--- config.mk ---
export PLATFORM = sky130hd
export DESIGN_NAME = control_mode_strap_decode
export DESIGN_NICKNAME = d
export VERILOG_FILES = /design/src/inc/strap_pkg.sv /design/src/core/control_mode_strap_decode.sv
export VERILOG_INCLUDE_DIRS = /design/src /design/src/inc
export SDC_FILE = /design/constraint.sdc
export NUM_CORES = 1
export LEC_CHECK = 0
export ABC_AREA = 1
export BUFFER_PORTS_ARGS = -buffer_cell sky130_fd_sc_hd__buf_2
export CORE_MARGIN = 3
export CORE_UTILIZATION = 49
export CTS_CLUSTER_SIZE = 16
export DETAILED_ROUTE_END_ITERATION = 8
export GPL_ROUTABILITY_DRIVEN = 0
export GPL_TIMING_DRIVEN = 0
export HOLD_SLACK_MARGIN = 0.06
export PLACE_DENSITY = 0.85
export SLEW_MARGIN = 25
export SYNTH_ARGS = -nofsm -noshare
export SYNTH_HDL_FRONTEND = slang
export SYNTH_SLANG_ARGS = --single-unit
--- constraint.sdc ---
create_clock -name clk -period 1.5 [get_ports clk]
set_input_delay 0.225 -clock clk [delete_from_list [all_inputs] [get_ports clk]]
set_output_delay 0.225 -clock clk [all_outputs]
set_load 0.05 [all_outputs]
--- src/inc/strap_regs.svh ---
// Constants for the control mode strap decoder
`ifndef STRAP_REGS_SVH
`define STRAP_REGS_SVH
`define LVL_LOW       2'h0
`define LVL_MID       2'h1
`define LVL_HIGH      2'h2
`define SETTLE_NS     100
`define CLK_PERIOD_NS 10
`define SETTLE_CYCLES (`SETTLE_NS / `CLK_PERIOD_NS)
`endif

--- src/inc/strap_pkg.sv ---
// Types for the control mode strap decoder
package strap_pkg;
  typedef enum logic [2:0] {
    CTRL_HARDWARE = 3'h1,
    CTRL_SERIAL   = 3'h2,
    CTRL_PARALLEL = 3'h4
  } ctrl_mode_t;
  typedef enum logic [1:0] {
    JA_TRANSMIT = 2'h0,
    JA_RECEIVE  = 2'h1,
    JA_NONE     = 2'h2
  } ja_pos_t;
  typedef struct packed {
    logic multiplexed;  // Shared address/data bus
    logic rw_strobes;   // Separate read and write strobes
  } par_style_t;
  typedef enum logic [2:0] {
    ST_RESET  = 3'h1,
    ST_SETTLE = 3'h2,
    ST_READY  = 3'h4
  } strap_state_t;
endpackage : strap_pkg

--- src/core/control_mode_strap_decode.sv ---
// Strap decoder that picks the device control mode and pin roles
`timescale 1ns/1ps
`default_nettype none
`include "strap_regs.svh"
// Operation
// - Mode pin low/mid/high picks hardware/serial/parallel
// - Serial mode enables only serial port pins
// - Parallel mode enables address, data, strobe pins
// - Mode 100, 101, 111 select parallel variants
// - Multiplex pin high selects shared bus
// - Family pin picks data strobe or strobes
// - Hardware line code: low zero-substitution, high AMI
// - Jitter attenuator low transmit, mid receive
// - Hardware mode takes config from its pins
// - Muxed strobes mode latches low five lines
module control_mode_strap_decode
  import strap_pkg::*;
(
  input  wire logic       clk,
  input  wire logic       reset_n,
  input  wire logic [1:0] control_mode_select_hi,  // Three-level code
  input  wire logic       bus_multiplex_select,
  input  wire logic       host_family_select,      // Shared with line code
  input  wire logic [1:0] chip_select_ja_level,    // Three-level code of shared pin
  input  wire logic [2:0] template_select,
  input  wire logic [7:0] loopback_select,
  input  wire logic       clock_edge_select,
  input  wire logic       output_enable_pin,
  input  wire logic [7:0] shared_bus,              // Address/data lines
  input  wire logic       address_latch_strobe,
  output logic            straps_ready_ff,
  output ctrl_mode_t      ctrl_mode_ff,
  output par_style_t      par_style_ff,
  output logic            serial_port_en_ff,
  output logic            parallel_port_en_ff,
  output logic            hw_config_en_ff,
  output logic            ami_select_ff,
  output ja_pos_t         ja_pos_ff,
  output logic [2:0]      hw_template_ff,
  output logic [7:0]      hw_loopback_ff,
  output logic            hw_clock_edge_ff,
  output logic            hw_output_enable_ff,
  output logic            chip_select_n_ff,
  output logic [4:0]      latched_address_ff
);

  // Decode a three-level code into a control mode; code 3 counts as high
  // The pad comparators deliver each three-level pin as a two-bit code;
  // this block only interprets that code
  function automatic ctrl_mode_t level_to_mode(input logic [1:0] lvl);
    case (lvl)
      `LVL_LOW: level_to_mode = CTRL_HARDWARE;  // Pin tied low
      `LVL_MID: level_to_mode = CTRL_SERIAL;    // Pin left at mid-supply
      default:  level_to_mode = CTRL_PARALLEL;  // Pin tied high
    endcase
  endfunction : level_to_mode

  // True when the strap code selects hardware mode
  function automatic logic hw_config_en_sel(input logic [1:0] lvl);
    hw_config_en_sel = (lvl == `LVL_LOW);
  endfunction : hw_config_en_sel

  // Local state
  strap_state_t state_ff;       // Startup sequencer state
  strap_state_t nxt_state;      // Next sequencer state
  logic [7:0]   settle_cnt_ff;  // Startup settling counter
  logic         ale_q_ff;       // Previous latch strobe level

  // Startup sequencer: wait for the straps to settle, then sample once.
  // The straps are read on a single edge only, so the shared pin later
  // toggling as chip select never disturbs the chosen mode.
  always_comb begin
    nxt_state = state_ff;  // Hold by default
    // One-hot codes; any other code is caught by the default branch
    case (state_ff)
      // First edge after reset starts the settling wait
      ST_RESET: begin
        nxt_state = ST_SETTLE;
      end
      // Leave on the last settling cycle
      ST_SETTLE: begin
        if (settle_cnt_ff == 8'(`SETTLE_CYCLES - 1)) begin
          nxt_state = ST_READY;
        end
      end
      // Straps stay sampled until the next reset
      ST_READY: begin
        nxt_state = ST_READY;
      end
      // Unused code: start over
      default: begin
        nxt_state = ST_RESET;
      end
    endcase
  end

  // State register; reset restarts the whole strap sequence
  always_ff @(posedge clk or negedge reset_n) begin
    if (!reset_n) begin
      state_ff <= ST_RESET;  // Restart the strap sampling
    end else begin
      state_ff <= nxt_state;
    end
  end

  // Settling counter; it only runs while settling, so it never wraps
  // Eight bits leave room for a longer settling time
  always_ff @(posedge clk or negedge reset_n) begin
    if (!reset_n) begin
      settle_cnt_ff <= 8'h00;
    end else if (state_ff == ST_SETTLE) begin
      settle_cnt_ff <= settle_cnt_ff + 8'h01;  // Count one settling cycle
    end
  end

  // Strap capture at the end of settling. Every mode output changes on the
  // same edge as the ready flag, so a user never sees a half-decoded mode.
  always_ff @(posedge clk or negedge reset_n) begin
    if (!reset_n) begin
      // Out of reset: hardware mode, host ports off
      straps_ready_ff     <= 1'h0;
      ctrl_mode_ff        <= CTRL_HARDWARE;
      par_style_ff        <= '0;
      serial_port_en_ff   <= 1'h0;
      parallel_port_en_ff <= 1'h0;
      hw_config_en_ff     <= 1'h0;
      ami_select_ff       <= 1'h0;
      ja_pos_ff           <= JA_NONE;
    end else if (state_ff == ST_SETTLE && nxt_state == ST_READY) begin
      // Sample every strap on the one edge that ends settling
      straps_ready_ff     <= 1'h1;
      ctrl_mode_ff        <= level_to_mode(control_mode_select_hi);
      // Exactly one of the three pin groups is enabled
      serial_port_en_ff   <= level_to_mode(control_mode_select_hi) == CTRL_SERIAL;
      parallel_port_en_ff <= level_to_mode(control_mode_select_hi) == CTRL_PARALLEL;
      hw_config_en_ff     <= level_to_mode(control_mode_select_hi) == CTRL_HARDWARE;
      if (level_to_mode(control_mode_select_hi) == CTRL_PARALLEL) begin
        // Variant bits follow the multiplex and family pins one for one,
        // which covers the three listed variants and the unlisted one alike
        par_style_ff.multiplexed <= bus_multiplex_select;
        par_style_ff.rw_strobes  <= host_family_select;
      end else begin
        par_style_ff <= '0;  // No parallel variant outside parallel mode
      end
      // Line code only means something in hardware mode; else zero-substitution
      ami_select_ff <= hw_config_en_sel(control_mode_select_hi)
                       & host_family_select;
      // Jitter attenuator position from the shared three-level pin
      if (level_to_mode(control_mode_select_hi) != CTRL_HARDWARE) begin
        ja_pos_ff <= JA_NONE;      // Pin is chip select in host modes
      end else if (chip_select_ja_level == `LVL_LOW) begin
        ja_pos_ff <= JA_TRANSMIT;
      end else if (chip_select_ja_level == `LVL_MID) begin
        ja_pos_ff <= JA_RECEIVE;
      end else begin
        // High level leaves the attenuator out of both paths
        ja_pos_ff <= JA_NONE;
      end
    end
  end

  // Hardware mode configuration pins follow live while enabled, one cycle
  // late; in host modes they keep their reset values so stray pin activity
  // (the same pins carry host strobes) cannot leak into the line setup
  always_ff @(posedge clk or negedge reset_n) begin
    if (!reset_n) begin
      hw_template_ff      <= 3'h0;
      hw_loopback_ff      <= 8'h00;
      hw_clock_edge_ff    <= 1'h0;
      hw_output_enable_ff <= 1'h0;
    end else if (hw_config_en_ff) begin
      // Only the enable gates the update; the pins themselves are levels
      hw_template_ff      <= template_select;
      hw_loopback_ff      <= loopback_select;
      hw_clock_edge_ff    <= clock_edge_select;
      hw_output_enable_ff <= output_enable_pin;
    end
  end

  // Chip select from the shared pin, only in host modes; a low level means
  // an access. Outside host modes the pin is the attenuator select, so the
  // select is held inactive to keep the host port quiet.
  // The host supplies a fresh falling edge for each access.
  always_ff @(posedge clk or negedge reset_n) begin
    if (!reset_n) begin
      chip_select_n_ff <= 1'h1;  // Inactive during reset
    end else if (serial_port_en_ff || parallel_port_en_ff) begin
      // Only a low code asserts; mid or high leaves the port idle
      chip_select_n_ff <= (chip_select_ja_level == `LVL_LOW) ? 1'h0 : 1'h1;
    end else begin
      chip_select_n_ff <= 1'h1;  // Pin belongs to the hardware setup
    end
  end

  // Address latch on the falling edge of the strobe in multiplexed parallel
  // modes. The previous level resets high, the idle level of the strobe, so
  // no false edge follows reset. Only the low five lines carry address.
  // A strobe that falls in a non-multiplexed mode is ignored.
  always_ff @(posedge clk or negedge reset_n) begin
    if (!reset_n) begin
      ale_q_ff           <= 1'h1;
      latched_address_ff <= 5'h00;
    end else begin
      ale_q_ff <= address_latch_strobe;  // Remember the strobe level
      if (parallel_port_en_ff && par_style_ff.multiplexed &&
          ale_q_ff && !address_latch_strobe) begin
        latched_address_ff <= shared_bus[4:0];
      end
    end
  end

endmodule : control_mode_strap_decode
`default_nettype wire

==> impl_summary.md <==
Critical path
The largest driver fanout on the critical path is 10. The startpoint of the worst register-to-register path is settle_cnt_ff[1]. The worst-case register-to-register setup slack is 80 ps. The critical path starts at settle_cnt_ff[1]. By instance count, the cell type seen most on the critical path is nand2_1. In this design, the stage delay of the slowest critical-path cell is 430 ps.

For the worst setup path, the data required time is between 1500 and 2000 ps. The termination of the worst setup path is par_style_ff[0]. The worst setup path category is reg -> reg. The critical path buffer and inverter count is 2.

The critical path crosses 8 cells after its start point. The length in cells of the worst reg-to-reg path is 8. The capture point of the worst reg-to-reg path is par_style_ff[0]. The kind of cell with the highest combined delay on the critical path is simple AND/OR/NAND/NOR gates. At the worst endpoint, the arrival time is 1660 ps.

The worst-path cell with the longest stage delay is dfrtp_1. Walking the worst path, the cells encountered are inv_1, ha_1, nand3_2, nor2_4, nand2_4, buf_6, nand2_1, nand2_1. The startpoint type of the worst setup path is a flip-flop. STA classifies the critical path endpoint as a flip-flop.

Floorplanning
For this design the top-level I/O count stands at 61. The floorplan step set the die height to 66.0 um. From left edge to right edge, the die measures 66.0 um. The total number of placement rows is 21.

The overall die area is 0.00435 mm2. The initial standard-cell utilization of the core is 52.0%. The area of the placeable core is 0.00339 mm2.

Worst hold path
In this run the most critical hold path is launched from loopback_select[1]. The worst hold path belongs to the class in -> reg.

Cells and area
The post-route core utilization is 66.3%. The antenna diode instance count is 0. Counting the fill cells in the layout gives 271.

The finished cells cover 0.00225 mm2. The post-route non-filler standard cell count is 290. The final net count is 275. The share of post-route cells with drive strength above 1 is 40.6%. The area growth from synthesis to layout is 27.6%.

Timing
The final setup violation count is 0. The ratio of final minimum period to clock period is 94.5%. The worst hold slack across all endpoints is 92.6 ps. The clock tree skew after final layout is 7.26 ps. The final number of hold-violating endpoints is 0. The transition at the pin with the smallest max-transition slack is 858 ps. Setup repair after global routing could not meet its margin everywhere. For the finished layout, the period the worst path requires is 1420 ps. Based on the critical path, the design can be clocked at up to approximately 0.71 GHz.

The worst setup margin is roughly 83 ps. The final number of max-transition violations is 0. Headroom to the max-slew limit came out at 42.8%.

Global routing
The number of antenna violations at the first check in global routing is 0. The global-route wire length before repair is 5660 um. Global routing finished with a remaining overflow of 0. The total track usage is 17.5%. The largest net degree at the start of global routing is 42.

The number of global-route vias before repair was 1295.

Clock tree
The clock transition at the register clock pins on the worst setup and hold paths after CTS is roughly 120 ps. The total CTS buffers is 5. The clock reaches the later pin of the worst-skew pair after 350 ps. The root buffer cell chosen for the clock tree is clkbuf_4. Clock tree synthesis found a total of 41 sinks. The total number of H-tree levels is 2. TritonCTS built the clock tree. The longest clock path from root to sink contains 2 buffers.

Yosys
The number of warnings printed during yosys synthesis is 0. After synthesis the cells add up to 0.00176 mm2. The share of the synthesized area in the top cell type is 51.1%. By area the synthesized netlist is led by dfrtp_1, nand2_1, mux2_2.

Of all cell types, the one taking the most synthesized area is dfrtp_1. The average cell area after synthesis is 10.2 um2. The count of flip-flops with a built-in enable after synthesis is 0. After synthesis, the most frequently instantiated cells are nand2_1, dfrtp_1, inv_1. The number of synthesized register bits is 41. Counting distinct cell types in the post-synthesis netlist gives 23. The async set or reset register ratio after synthesis is 100%. The most frequent cell after synthesis is nand2_1.

When the netlist entered floorplanning its net count stood at 205. For this run, the leading register cell type out of synthesis is dfrtp_1. The synthesized instance count is 173. The sequential element share of the synthesized area is roughly three fifths.

Power
The worst supply voltage drop on vdd is 0.000664 V. The standby leakage power is 1.21 nW. The internal power contribution is 1.76 mW. Combinational cells account for 23.5% of the total power. The fraction of power consumed by sequential logic is between 40% and 50%. Summed over all nets, the switching power comes to 0.866 mW. The part of the power in the clock network is between 20 and 30%.

The power density over cell area is 1170 mW/mm2. The switching portion of total power is roughly a third.

Detailed routing
Wires add up to between 3000 and 4000 um. In the final routed layout, each cell accounts on average for between 10 and 15 um. The via total after detailed routing is 1423. The number of search-and-repair iterations in the first detailed-routing pass is 4. Once detail routing completed, the nets flagged for antenna violations numbered 0. The starting DRC count in detailed routing is 59.

In the routed layout, each cell is associated on average with a via count of 4.91. For this run, design rule violations remaining after detail routing come to 0.

Placement
The pre-CTS worst setup slack is between 20 and 25 ps. The cell area after placement is around 0.0021 mm2. The number of placed instances, taps included, is 276. The placed wire-length estimate is roughly 2600 um.

The count of input and output buffers is 57.

Status
The flow ran to the end, and the final reports show no timing, DRC or antenna violations.

Run
Max-cap violations in this run came to 0.
-- cells by family (layout without fill, tap and decap cells) --
family | Yosys count | count (layout) | share of synthesized area, %
AO/OA/AOI/OAI | 10 | 10 | 3.55
buffers and inverters | 28 | 99 | 6.89
XOR/XNOR | 3 | 3 | 1.49
AND/OR/NAND/NOR | 76 | 76 | 19.7
multiplexers | 13 | 13 | 8.31
adder cells (fa/ha/maj) | 2 | 2 | 1.42
flip-flops | 41 | 41 | 58.6
-- stage by stage --
step | power (mW) | TNS, ps
after floorplan | 1.71 | 0
after global placement | 1.87 | 0
after detailed placement | 1.89 | 0
after CTS | 2.63 | 0
after global routing | 2.73 | -57.3
final | 2.62 | 0
-- flip-flops by register name (all words and copies together) (netlist names) --
signal               cells
ale_q_ff                 1
ami_select_ff            1
chip_select_n_ff         1
ctrl_mode_ff             2
hw_clock_edge_ff         1
hw_config_en_ff          1
hw_loopback_ff           8
hw_output_enable_ff      1
hw_template_ff           3
ja_pos_ff                2
latched_address_ff       5
par_style_ff             2
serial_port_en_ff        1
settle_cnt_ff            8
state_ff                 3
straps_ready_ff          1
-- area by class of cell --
cell class | instances | area (um2) | share of cell area [%]
clock inverters | 2 | 37.5 | 1.67
plain buffers | 4 | 31.3 | 1.39
repair buffers | 63 | 335 | 14.9
flip-flops and latches | 41 | 1030 | 45.9
inverters | 24 | 92.6 | 4.12
multi-input cells | 104 | 611 | 27.2
well taps | 46 | 57.6 | 2.56
clock buffers | 6 | 51.3 | 2.28
-- worst register-to-register path, cell delays in order, from the launching register on --
cell	delay, ps
dfrtp_1	430
inv_1	70
ha_1	160
nand3_2	100
nor2_4	220
nand2_4	80
buf_6	150
nand2_1	60
nand2_1	50
-- how the worst min path moves through the flow --
stage	to	cells past startpoint
after floorplan	ami_select_ff	0
after detailed placement	ale_q_ff	1
final	hw_loopback_ff[1]	2
after global placement	ale_q_ff	1
after global routing	hw_template_ff[1]	2
after CTS	hw_loopback_ff[1]	2
-- timing repair --
action                                 in CTS  in global routing
hold buffers                                2                  0
buffers inserted                            0                  4
endpoints found under the hold margin      37                  0
gates resized for setup                     0                  2
setup endpoints to repair                   0                 10
-- per-layer routing --
metal	wire, um	vias to the layer above	track usage, %
li1	-	691	-
met1	1510	683	20.6
met2	1850	37	30.2
met3	168	12	3.57
met4	97	0	9.14
met5	0	-	0
-- cells in the final DEF (no fill, tap or decap), types with 2 or more instances in the layout --
| cell | count |
|---|---|
| nand2_1 | 46 |
| ha_1 | 2 |
| buf_2 | 58 |
| nand3_1 | 6 |
| buf_4 | 6 |
| nand4_1 | 8 |
| dfstp_2 | 5 |
| inv_1 | 23 |
| nor3_1 | 3 |
| mux2_2 | 13 |
| dfrtp_1 | 36 |
| xor2_1 | 3 |
| o21ai_0 | 6 |
| nand3_2 | 2 |
| dlygate4sd3_1 | 2 |
| o21ai_2 | 2 |
| nor2_1 | 7 |
| clkbuf_4 | 5 |
-- power by group through the flow --
stage	logic [mW]	registers (mW)	clock network (mW)
detailed placement	0.614	1.27	0
finish	0.615	1.25	0.756
CTS	0.619	1.25	0.759
global route	0.650	1.26	0.819
floorplan	0.107	1.60	0
global placement	0.607	1.26	0
No activity file was read; power rests on OpenSTA's default activity.
